### config.mk
export PLATFORM = sky130hd
export DESIGN_NAME = uhd_disable_seq
export DESIGN_NICKNAME = d
export VERILOG_FILES = /design/src/uhd_pkg.sv /design/src/uhd_disable_seq.sv
export VERILOG_INCLUDE_DIRS = /design/src /design/src/src
export SDC_FILE = /design/constraint.sdc
export NUM_CORES = 1
export LEC_CHECK = 0
export BUFFER_PORTS_ARGS = -buffer_cell sky130_fd_sc_hd__buf_2
export CAP_MARGIN = 0
export CORE_AREA = 2 2 77 79
export DETAILED_ROUTE_END_ITERATION = 7
export DIE_AREA = 0 0 79 81
export MAX_ROUTING_LAYER = met4
export PLACE_DENSITY = 0.84
export SYNTH_ARGS = -nofsm -noshare
export SYNTH_HDL_FRONTEND = slang
export SYNTH_SLANG_ARGS = --single-unit
### constraint.sdc
create_clock -name pclk -period 4.6 [get_ports pclk]
set_input_delay 0.23 -clock pclk [delete_from_list [all_inputs] [get_ports pclk]]
set_output_delay 0.23 -clock pclk [all_outputs]
set_load 0.01 [all_outputs]
### src/uhd_cfg.svh
`ifndef UHD_CFG_SVH
`define UHD_CFG_SVH

// register byte offsets
`define UHD_OFS_CMD        8'h00
`define UHD_OFS_STATE      8'h04
`define UHD_OFS_XCVR       8'h08
`define UHD_OFS_INT_STAT   8'h0c
`define UHD_OFS_INT_CLR    8'h10
`define UHD_OFS_INT_EN     8'h14
`define UHD_ADDR_W         8

// host state change command codes
`define UHD_CMD_NONE       3'h0
`define UHD_CMD_GO_DIS     3'h3
`define UHD_CMD_LSB        0
`define UHD_CMD_W          3

// host state monitor codes
`define UHD_HST_IDLE       3'h0
`define UHD_HST_WAIT_CONN  3'h1
`define UHD_HST_DISABLED   3'h2
`define UHD_HST_RESET      3'h3
`define UHD_HST_OPER       3'h4

// speed codes shared by transceiver_select and port_speed_a
`define UHD_SPD_HS         2'h0
`define UHD_SPD_FS         2'h1
`define UHD_SPD_LS         2'h2

// transceiver operating modes
`define UHD_OPM_NORMAL     2'h0
`define UHD_OPM_NONDRIVE   2'h1
`define UHD_OPM_PWRDN      2'h2

// termination select: 1 selects full-speed termination
`define UHD_TERM_HS        1'b0
`define UHD_TERM_FS        1'b1

// field positions
`define UHD_XCVR_SEL_LSB   0
`define UHD_XCVR_TERM_BIT  2
`define UHD_XCVR_OPM_LSB   4
`define UHD_XCVR_SPD_LSB   8
`define UHD_STATE_HST_LSB  0
`define UHD_STATE_DISC_BIT 4
`define UHD_STATE_BUSY_BIT 5
`define UHD_STATE_LINE_LSB 8
`define UHD_INT_DONE_BIT   0

// reset values
`define UHD_RST_HST        3'h4
`define UHD_RST_XCVR_SEL   2'h0
`define UHD_RST_TERM       1'b0
`define UHD_RST_OPM        2'h0
`define UHD_RST_SPD        2'h0
`define UHD_RST_DISC_EN    1'b1

// timing
`define UHD_CLK_KHZ        20000
`define UHD_DIS_WAIT_US    4000
`define UHD_DIS_WAIT_CYC   ((`UHD_DIS_WAIT_US * `UHD_CLK_KHZ + 999) / 1000)

`endif

### src/uhd_pkg.sv
package uhd_pkg;

   typedef struct packed {
      logic [1:0] port_speed_a;
      logic [1:0] transceiver_op_mode;
      logic       termination_select;
      logic [1:0] transceiver_select;
   } uhd_xcvr_type;

   typedef enum logic [2:0] {
      SEQ_IDLE,
      SEQ_WAIT_XACT,
      SEQ_TO_FS,
      SEQ_PWRDN,
      SEQ_HOLD
   } uhd_seq_type;

endpackage
### src/uhd_disable_seq.sv
// Register access over APB and the placing of the registers were left to the implementer.
`include "uhd_cfg.svh"

// Overview of operation
// - firmware writes go-disabled command; hardware then runs the whole sequence alone
// - on acceptance the host state monitor switches to the disabled code
// - on acceptance disconnect detection turns off and stays off until the wait after power-down has run out
// - high speed: after transaction ends, select full speed, then power down
// - full/low speed: after transaction ends, only power down the transceiver
// - disconnect detection returns no earlier than 4 ms after power-down
// - completion flag sets together with disconnect detection re-enable
module uhd_disable_seq #(
   parameter int unsigned WAIT_CYCLES = `UHD_DIS_WAIT_CYC,
   parameter int unsigned CNT_W       = 20
) (
   input  wire logic                 pclk,
   input  wire logic                 presetn,
   input  wire logic                 psel,
   input  wire logic                 penable,
   input  wire logic                 pwrite,
   input  wire logic [31:0]          paddr,
   input  wire logic [31:0]          pwdata,
   output logic                      pready,
   output logic [31:0]               prdata,
   output logic                      pslverr,
   input  wire logic                 xact_busy,
   input  wire logic [1:0]           bus_line_state,
   output uhd_pkg::uhd_xcvr_type     xcvr_out,
   output logic [2:0]                host_state_monitor,
   output logic                      disconnect_detect_en,
   output logic                      irq
);

   // 2**CNT_W must stay inside int, and the terminal count must be reachable
   generate
      if (WAIT_CYCLES < 1) begin : g_bad_wait
         $error("uhd_disable_seq: WAIT_CYCLES must be at least one");
      end
      if (CNT_W < 1 || CNT_W > 30) begin : g_bad_width
         $error("uhd_disable_seq: CNT_W must lie between 1 and 30");
      end else if (WAIT_CYCLES > (2 ** CNT_W) - 1) begin : g_bad_fit
         $error("uhd_disable_seq: WAIT_CYCLES does not fit the counter");
      end
   endgenerate

   // terminal count at counter width; the checks above keep it from being cut
   localparam logic [CNT_W-1:0] WAIT_TERM = CNT_W'(WAIT_CYCLES);

   uhd_pkg::uhd_seq_type  seq_r;
   uhd_pkg::uhd_xcvr_type xcvr_r;
   logic [2:0]            cmd_r;
   logic [2:0]            hst_r;
   logic                  disc_en_r;
   logic [CNT_W-1:0]      cnt_r;
   logic                  done_stat_r;
   logic                  done_en_r;
   logic                  irq_r;
   logic                  pready_r;
   logic                  pslverr_r;
   logic [31:0]           prdata_r;
   logic [1:0]            line_meta_r;
   logic [1:0]            line_sync_r;

   logic                  wr_access;
   logic                  setup_ph;
   logic [`UHD_ADDR_W-1:0] addr;
   logic                  addr_ok;
   logic                  go_disabled_cmd;
   logic                  done_set;
   logic                  done_clr;
   logic                  done_stat_nxt;
   logic [31:0]           rd_nxt;

   // per-register strobes and sequencer conditions shared by several flops
   logic                  wr_cmd;
   logic                  wr_xcvr;
   logic                  wr_int_clr;
   logic                  wr_int_en;
   logic                  rd_setup;
   logic [`UHD_CMD_W-1:0] cmd_wdata;
   logic                  seq_busy;
   logic                  hs_attached;
   logic                  wait_done;
   logic                  done_en_nxt;
   logic                  irq_nxt;
   uhd_pkg::uhd_xcvr_type xcvr_wdata;

   assign addr     = paddr[`UHD_ADDR_W-1:0];
   assign setup_ph = psel && !penable;
   // a write lands only at the access edge that also samples pready high
   assign wr_access = psel && penable && pready_r && pwrite;

   assign wr_cmd     = wr_access && addr_ok && (addr == `UHD_OFS_CMD);
   assign wr_xcvr    = wr_access && addr_ok && (addr == `UHD_OFS_XCVR);
   assign wr_int_clr = wr_access && addr_ok && (addr == `UHD_OFS_INT_CLR);
   assign wr_int_en  = wr_access && addr_ok && (addr == `UHD_OFS_INT_EN);
   assign rd_setup   = setup_ph && !pwrite && addr_ok;
   assign cmd_wdata  = pwdata[`UHD_CMD_LSB +: `UHD_CMD_W];
   assign seq_busy   = (seq_r != uhd_pkg::SEQ_IDLE);
   // the speed in use comes from the port speed field; software sets it through the transceiver register
   assign hs_attached = (xcvr_r.port_speed_a == `UHD_SPD_HS);
   // the sequencer leaves SEQ_HOLD on the edge that sees the terminal count, so this is true for one edge only
   assign wait_done  = (seq_r == uhd_pkg::SEQ_HOLD) && (cnt_r == WAIT_TERM);

   always_comb begin
      case (addr)
         `UHD_OFS_CMD,
         `UHD_OFS_STATE,
         `UHD_OFS_XCVR,
         `UHD_OFS_INT_STAT,
         `UHD_OFS_INT_CLR,
         `UHD_OFS_INT_EN: addr_ok = (paddr[31:`UHD_ADDR_W] == '0);
         default:         addr_ok = 1'b0;
      endcase
   end

   // a go command is taken only when the sequencer is idle; others are stored, not acted on here
   assign go_disabled_cmd = wr_cmd && (cmd_wdata == `UHD_CMD_GO_DIS) && !seq_busy;

   // pready is set in the setup cycle, so every transfer takes exactly one access cycle
   always_ff @(posedge pclk or negedge presetn) begin
      if (!presetn) begin
         pready_r <= 1'b0;
      end else begin
         pready_r <= setup_ph;
      end
   end

   // an unmapped address is refused with an error and never stored
   always_ff @(posedge pclk or negedge presetn) begin
      if (!presetn) begin
         pslverr_r <= 1'b0;
      end else begin
         pslverr_r <= setup_ph && !addr_ok;
      end
   end

   // read data is built from the live fields; the busy bit reports a running sequence
   always_comb begin
      rd_nxt = '0;
      case (addr)
         `UHD_OFS_CMD: begin
            rd_nxt[`UHD_CMD_LSB +: `UHD_CMD_W] = cmd_r;
         end
         `UHD_OFS_STATE: begin
            rd_nxt[`UHD_STATE_HST_LSB +: 3]  = hst_r;
            rd_nxt[`UHD_STATE_DISC_BIT]      = disc_en_r;
            rd_nxt[`UHD_STATE_BUSY_BIT]      = seq_busy;
            rd_nxt[`UHD_STATE_LINE_LSB +: 2] = line_sync_r;
         end
         `UHD_OFS_XCVR: begin
            rd_nxt[`UHD_XCVR_SEL_LSB +: 2] = xcvr_r.transceiver_select;
            rd_nxt[`UHD_XCVR_TERM_BIT]     = xcvr_r.termination_select;
            rd_nxt[`UHD_XCVR_OPM_LSB +: 2] = xcvr_r.transceiver_op_mode;
            rd_nxt[`UHD_XCVR_SPD_LSB +: 2] = xcvr_r.port_speed_a;
         end
         `UHD_OFS_INT_STAT: begin
            rd_nxt[`UHD_INT_DONE_BIT] = done_stat_r;
         end
         `UHD_OFS_INT_EN: begin
            rd_nxt[`UHD_INT_DONE_BIT] = done_en_r;
         end
         default: begin
            rd_nxt = '0;
         end
      endcase
   end

   // read data is captured in the setup cycle and stands through the access cycle
   always_ff @(posedge pclk or negedge presetn) begin
      if (!presetn) begin
         prdata_r <= '0;
      end else if (rd_setup) begin
         prdata_r <= rd_nxt;
      end else if (setup_ph) begin
         prdata_r <= '0;
      end
   end

   // line state is a pin level: two flip-flops before anything reads it
   always_ff @(posedge pclk or negedge presetn) begin
      if (!presetn) begin
         line_meta_r <= '0;
         line_sync_r <= '0;
      end else begin
         line_meta_r <= bus_line_state;
         line_sync_r <= line_meta_r;
      end
   end

   // the command field is stored even when busy; only an idle sequencer acts on it
   always_ff @(posedge pclk or negedge presetn) begin
      if (!presetn) begin
         cmd_r <= `UHD_CMD_NONE;
      end else if (wr_cmd) begin
         cmd_r <= cmd_wdata;
      end
   end

   // one sequence at a time; a second go while busy is ignored
   always_ff @(posedge pclk or negedge presetn) begin
      if (!presetn) begin
         seq_r <= uhd_pkg::SEQ_IDLE;
      end else begin
         case (seq_r)
            uhd_pkg::SEQ_IDLE: begin
               if (go_disabled_cmd) begin
                  seq_r <= uhd_pkg::SEQ_WAIT_XACT;
               end
            end
            uhd_pkg::SEQ_WAIT_XACT: begin
               if (!xact_busy) begin
                  if (hs_attached) begin
                     seq_r <= uhd_pkg::SEQ_TO_FS;
                  end else begin
                     seq_r <= uhd_pkg::SEQ_PWRDN;
                  end
               end
            end
            uhd_pkg::SEQ_TO_FS: begin
               seq_r <= uhd_pkg::SEQ_PWRDN;
            end
            uhd_pkg::SEQ_PWRDN: begin
               seq_r <= uhd_pkg::SEQ_HOLD;
            end
            uhd_pkg::SEQ_HOLD: begin
               if (wait_done) begin
                  seq_r <= uhd_pkg::SEQ_IDLE;
               end
            end
            default: begin
               seq_r <= uhd_pkg::SEQ_IDLE;
            end
         endcase
      end
   end

   // the monitor changes on the same edge that accepts the command
   always_ff @(posedge pclk or negedge presetn) begin
      if (!presetn) begin
         hst_r <= `UHD_RST_HST;
      end else if (go_disabled_cmd) begin
         hst_r <= `UHD_HST_DISABLED;
      end
   end

   // counter clears on the power-down edge and runs on pclk; the exit edge is
   // WAIT_TERM + 1 cycles later, one past the rounded-up 4 ms so the bound is strict
   always_ff @(posedge pclk or negedge presetn) begin
      if (!presetn) begin
         cnt_r <= '0;
      end else if (seq_r == uhd_pkg::SEQ_PWRDN) begin
         cnt_r <= '0;
      end else if (seq_r == uhd_pkg::SEQ_HOLD && cnt_r != WAIT_TERM) begin
         cnt_r <= cnt_r + CNT_W'(1);
      end
   end

   // detection stays off from acceptance until the wait has run out
   always_ff @(posedge pclk or negedge presetn) begin
      if (!presetn) begin
         disc_en_r <= `UHD_RST_DISC_EN;
      end else if (go_disabled_cmd) begin
         disc_en_r <= 1'b0;
      end else if (wait_done) begin
         disc_en_r <= 1'b1;
      end
   end

   // software view of the transceiver fields, unpacked from the write word
   always_comb begin
      xcvr_wdata                     = '0;
      xcvr_wdata.transceiver_select  = pwdata[`UHD_XCVR_SEL_LSB +: 2];
      xcvr_wdata.termination_select  = pwdata[`UHD_XCVR_TERM_BIT];
      xcvr_wdata.transceiver_op_mode = pwdata[`UHD_XCVR_OPM_LSB +: 2];
      xcvr_wdata.port_speed_a        = pwdata[`UHD_XCVR_SPD_LSB +: 2];
   end

   // software may rewrite the transceiver fields only while the sequencer is idle
   always_ff @(posedge pclk or negedge presetn) begin
      if (!presetn) begin
         xcvr_r.transceiver_select  <= `UHD_RST_XCVR_SEL;
         xcvr_r.termination_select  <= `UHD_RST_TERM;
         xcvr_r.transceiver_op_mode <= `UHD_RST_OPM;
         xcvr_r.port_speed_a        <= `UHD_RST_SPD;
      end else if (seq_r == uhd_pkg::SEQ_TO_FS) begin
         xcvr_r.transceiver_select <= `UHD_SPD_FS;
         xcvr_r.termination_select <= `UHD_TERM_FS;
         xcvr_r.port_speed_a       <= `UHD_SPD_FS;
      end else if (seq_r == uhd_pkg::SEQ_PWRDN) begin
         xcvr_r.transceiver_op_mode <= `UHD_OPM_PWRDN;
      end else if (!seq_busy && !go_disabled_cmd && wr_xcvr) begin
         xcvr_r <= xcvr_wdata;
      end
   end

   assign done_set = wait_done;
   assign done_clr = wr_int_clr && pwdata[`UHD_INT_DONE_BIT];
   // a set in the same cycle as a clear wins, so no completion is lost
   assign done_stat_nxt = done_set || (done_stat_r && !done_clr);
   // an enable write acts on the same edge, so irq follows both next values
   assign done_en_nxt = wr_int_en ? pwdata[`UHD_INT_DONE_BIT] : done_en_r;
   assign irq_nxt     = done_stat_nxt && done_en_nxt;

   always_ff @(posedge pclk or negedge presetn) begin
      if (!presetn) begin
         done_stat_r <= 1'b0;
      end else begin
         done_stat_r <= done_stat_nxt;
      end
   end

   // the enable only gates the request; it never touches the status bit
   always_ff @(posedge pclk or negedge presetn) begin
      if (!presetn) begin
         done_en_r <= 1'b0;
      end else begin
         done_en_r <= done_en_nxt;
      end
   end

   // irq follows the next status so it rises on the same edge as the flag
   always_ff @(posedge pclk or negedge presetn) begin
      if (!presetn) begin
         irq_r <= 1'b0;
      end else begin
         irq_r <= irq_nxt;
      end
   end

   // every output is a flop passed straight through
   assign pready               = pready_r;
   assign pslverr              = pslverr_r;
   assign prdata               = prdata_r;
   assign xcvr_out             = xcvr_r;
   assign host_state_monitor   = hst_r;
   assign disconnect_detect_en = disc_en_r;
   assign irq                  = irq_r;

endmodule

# After elaboration in Yosys (flattened, before gate mapping)
# Cells that the tools add are included.
[op_classes]
eq_ne = 16
div_mod_pow = 0
n_lt_le_gt_ge = 0
shift = 0
n_bitwise = 1
add_sub_neg = 1
n_mux = 23
n_reduce_logical = 42
multipliers = 0
[op_table]
columns = ["op", "count"]
rows = [
  ["$mux W32", 2],
  ["$mux W20", 2],
  ["$logic_not A24 Y1", 1],
  ["$logic_and A1 B1 Y1", 21],
  ["$add A20 B1 Y20 const B", 1],
  ["$eq A20 B17 Y1 const B", 1],
  ["$ne A20 B17 Y1 const B", 1],
  ["$eq A8 B4 Y1 const B", 2],
  ["$eq A8 B5 Y1 const B", 2],
  ["$mux W3", 5],
  ["$pmux W3 S5", 1],
  ["$reduce_bool A2 Y1", 5],
  ["$eq A3 B2 Y1 const B", 3],
  ["$eq A8 B3 Y1 const B", 1],
  ["$logic_not A8 Y1", 1],
  ["$pmux W2 S2", 2],
  ["$mux W7", 1],
  ["$logic_not A1 Y1", 6],
  ["$mux W2", 3],
  ["$ne A2 B2 Y1 const B", 3],
  ["$pmux W2 S3", 1],
  ["$reduce_or A6 Y1", 1],
  ["$mux W1", 5],
  ["$pmux W1 S4", 1],
  ["other kinds (10)", 11],
]
[word_totals]
mem_bits_rw = 0
romBits = 0
output_inout_bits = 46
n_memories = 0
ff_bits = 77
latch_bits = 0
inputBits = 72
wordCells = 100

# Depth between registers and ports, before layout
[logic_depth]
ltp_word = 13
ltp_mapped = 8
mapped_depth_nobuf = 6

# Least setup slack after synthesis
# Ideal clock, no wire load.
[synth_path]
kind = "reg2reg"
startpoint = "register cnt_r[0]"
endpoint = "register cnt_r[1]"
n_path_buf = 1
arrival_time_ns = 1.827
setup_time_ns = 0.132
stages_incl_launch_ff = 8
slack_ns = 2.641
synth_period_minus_slack_ns = 1.959
required_ns = 4.468
path_cell_list = "dfrtp_1 inv_1 ha_1 or3b_2 o21ai_1 buf_2 mux2i_1 nor2_1"
[synth_between]
elab_chain_len = 3
elab_cells_between_ends = 6
classes_between = "add/sub: 1; eq/ne: 1; mux: 2; reduce/logical: 2"
[synth_lines]
columns = ["element", "line_no", "rtl"]
rows = [
  ["start: declaration", "uhd_disable_seq.sv:54", "logic [CNT_W-1:0] cnt_r;"],
  ["start signal: assignment", "uhd_disable_seq.sv:255", "cnt_r <= cnt_r + CNT_W'(1);"],
  ["$add A20 B1 Y20 / $ne A20 B17 Y1 (equally long branches)", "uhd_disable_seq.sv:255, uhd_disable_seq.sv:254", ""],
  ["$mux W20 / $logic_and A1 B1 Y1 (equally long branches)", "uhd_disable_seq.sv:254", "end else if (seq_r == uhd_pkg::SEQ_HOLD && cnt_r != WAIT_TERM) begin"],
  ["$mux W20 / $reduce_bool A2 Y1 (equally long branches)", "--", ""],
]
# Parallel ways exist; a longest one is shown, timed or not. The select of a mux whose other input is x is not followed.
# A chain may end at the register's enable or synchronous reset.

# Worst setup path in the final report
[layout_path]
startpoint = "register cnt_r[0]"
endpoint = "register cnt_r[9]"
# Same word-level chain as after synthesis.

==> summary.md <==
| Metric | Value |
|---|---|
| Die area | 6399 sq um |
| Cell Pwr Density | 262.0 nW/um^2 |
| Filler Cells Inserted | 498 |
| P_sw | 0.1982 mW |
| Via Count | 2302 |
| Clk root buf | clkbuf_8 |
| Die extent in x | 79 um |
| Logic pwr share | 6.8% |
| Layout cells sized above 1 | 26.16% |
| Total GRT Usage | 19.35% |
| Placed instance area | 3100 sq um |
| ANT cells | 0 |
| Antenna violations before repair | 0 |
| Worst path cell trace | inv_1, ha_1, or3b_2, o21ai_1, o21ai_0, a21oi_1 |
| FF/Latch Area | 1304 sq um |
| Syn avg cell area | 9.987 sq um |
| Post-synth top area share | 44.42% |
| Post-CTS setup buffers | 0 |
| Buf+Inv Stages, Crit Path | 1 |
| GRT overflow | 0 |
| WP data arrival | 2.83 ns |
| Max Clock Skew | 0.01029 ns |
| Worst setup SP type | flop |
| Synth area leaders | dfrtp_1, buf_4, mux2i_1 |
| Measured slew at the worst slew-check pin | 1.161 ns |
| Fmax | 0.3854 GHz |
| Vias in the first global route | 2101 |
| Internal power | 0.6443 mW |
| Post-synth EDFFs | 0 |
| Antenna-violating nets left | 0 |
| TritonRoute pass-1 iters | 4 |
| CTS Sinks | 52 |
| Crit-path leading delay family | compound AO/OA/AOI/OAI gates |
| Final period util | 56.41% |
| Register area share after synthesis | 46.29% |
| HP Class | primary input to asynchronous set/reset pin |
| Setup TNS Final | 0 ns |
| Post-CTS Hold Buffers | 0 |
| Max Cap Viol | 0 |
| Hold Vio Cnt, Final | 0 |
| Worst vdd ir | 0.1639 mV |
| Top FF cell, synth | dfrtp_1 |
| Clk pwr share | 38.6% |
| Syn Inst Count | 282 |
| P&R area growth vs syn | 14.17% |
| Leakage | 1.557 nW |
| Syn. warnings | 0 |
| CTS resizes | 0 |
| Status | finished clean |
| Total power draw | 0.8425 mW |
| Final Instance Area | 3216 sq um |
| CP peak stage delay | 0.92 ns |
| Routed WL | 5897 um |
| Clock Pin Slew Worst Setup and Hold Paths | 0.10 ns |
| Layout Nets | 417 |
| Die Ht | 81 um |
| Crit-path slowest cell | o21ai_1 |
| WHS | 0.01514 ns |
| Standard-cell rows | 28 |
| Clk Latency, worst-skew pair | 0.31 ns |
| Detailed Route Iter0 Violations | 170 |
| Htree depth | 2 |
| Largest net degree at the start of global routing | 53 |
| Synth Register Bits | 52 |
| Post-Layout Cell Count | 419 |
| Vias/cell | 5.494 |
| Post-DP HPWL | 4295 um |
| Setup Viol. Count Final | 0 |
| Async SR Flop Fraction | 100.0% |
| DRC Markers | 0 |
| Initial core utilization | 49.63% |
| Multi-input logic area | 1335 sq um |
| Syn Std Cell Area | 2816 sq um |
| WL/cell | 14.07 um |
| Flop pwr share | 54.6% |
| Slew Limit Fails | 0 |
| Buffers on Ports | 66 |
| WP data required | 4.83 ns |
| Placed Cells | 411 |
| Slew Limit Headroom | 22.07% |
| Critical path type | flop to flop |
| Core ar. | 5675 sq um |
| Routability cong. | 0.8444 |
| Switching Fraction | 23.52% |
| CTS tree | built |
| Maximum clock path buffer count | 2 |
| CTS buffer count | 5 |
| Netlist cell types | 49 |
| Critical Path End Type | flop |
| CP max FO | 17 |
| Largest area contributor in the netlist | dfrtp_1 |
| First-pass GRT wire length | 9618 um |
| IO Pins | 118 |
| RSZ-0062 raised after global routing | false |
| Min Tclk post-route | 2.595 ns |
==> power groups by stage <==
stage               clock [mW]  combinational, mW  sequential [mW]
finish                   0.325             0.0574            0.460
global route             0.346             0.0650            0.461
CTS                      0.330             0.0576            0.460
detailed placement           0             0.0574            0.469
global placement             0             0.0563            0.469
floorplan                    0             0.0401            0.470
==> placed cells by master (no fill, tap or decap), types with 8 or more instances in the layout <==
cell type,count
a21oi_1,11
dfrtp_1,50
nand3_1,8
nand2_1,27
mux2i_1,12
conb_1,26
o31ai_1,14
nor2_1,15
buf_2,66
==> state kept, by name, summed over array words and instances (netlist names), 2 cells and up <==
name                flops
cnt_r                  20
xcvr_out                7
seq_r                   3
line_meta_r             2
line_sync_r             2
host_state_monitor      2
cmd_r                   3
prdata                  7
==> per-stage QoR <==
stage          worst slack, ns  util (%)
6_report                 2.005     56.66
5_1_grt                  1.841     56.66
4_1_cts                  2.053     56.66
2_1_floorplan            2.641         -
3_3_place_gp             2.174     54.63
3_5_place_dp             2.073     54.63
==> worst paths after layout <==
kind / from / depth (start not counted) / slack (ns) / to
worst max-delay path: cnt_r[0] / 6 / 2.01 / cnt_r[9]
worst min-delay path: presetn / 2 / 0.02 / pready
worst max register to register: cnt_r[0] / 6 / 2.01 / cnt_r[9]
worst min register to register: line_meta_r[1] / 0 / 0.36 / line_sync_r[1]
max in group asynchronous: presetn / 2 / 4.15 / cnt_r[7]
min in group pclk: bus_line_state[0] / 1 / 0.02 / line_meta_r[0]
==> per-layer routing <==
layer / vias up / global-route usage, % / part of all wire [%]
met1: 1126 / 22.99 / 41
li1: 1091 / - / -
met5: - / - / 0
met2: 77 / 34.07 / 52
met4: 0 / 5.862 / 0.68
met3: 8 / 3.111 / 5.7
==> Yosys cell counts (2+ instances only) <==
cell / n
clkbuf_1: 9
nor2_1: 15
mux2_4: 3
nand3_1: 8
dfstp_2: 2
o21ai_0: 6
nor4_1: 7
inv_1: 6
nand2_1: 27
or4_1: 4
nand3b_1: 5
a22oi_1: 4
nor3b_1: 4
mux2i_1: 12
buf_4: 26
nor3_1: 3
nor4b_1: 4
and3_1: 7
nand4_1: 4
xor2_1: 3
nand2b_1: 3
or3_1: 7
ha_1: 2
a31oi_1: 2
o211ai_1: 4
nor2b_1: 3
and4_1: 4
dfrtp_1: 50
buf_2: 3
a21oi_1: 11
xnor2_1: 3
o31ai_1: 14
==> cells by family (layout without fill, tap and decap cells) <==
family	after synthesis	after routing	share of synthesized area, %
simple gates	113	113	23.86
flops	52	52	46.29
compound gates	47	47	11.06
buf+inv	45	82	9.640
mux	16	16	6.264
xor+xnor	6	6	1.866
fa+ha+maj	2	2	0.8884
other cells	1	26	0.1331
==> cell type report <==
type                            count  share of cell area [%]
Multi-Input combinational cell    210                   41.52
Clock buffer                        5                   2.140
Timing Repair Buffer               68                   10.74
Tap cell                           75                   2.918
Inverter                            6                  0.7004
Clock inverter                      3                   1.440
Sequential cell                    52                   40.54
Power figures use the tool's default switching activity.
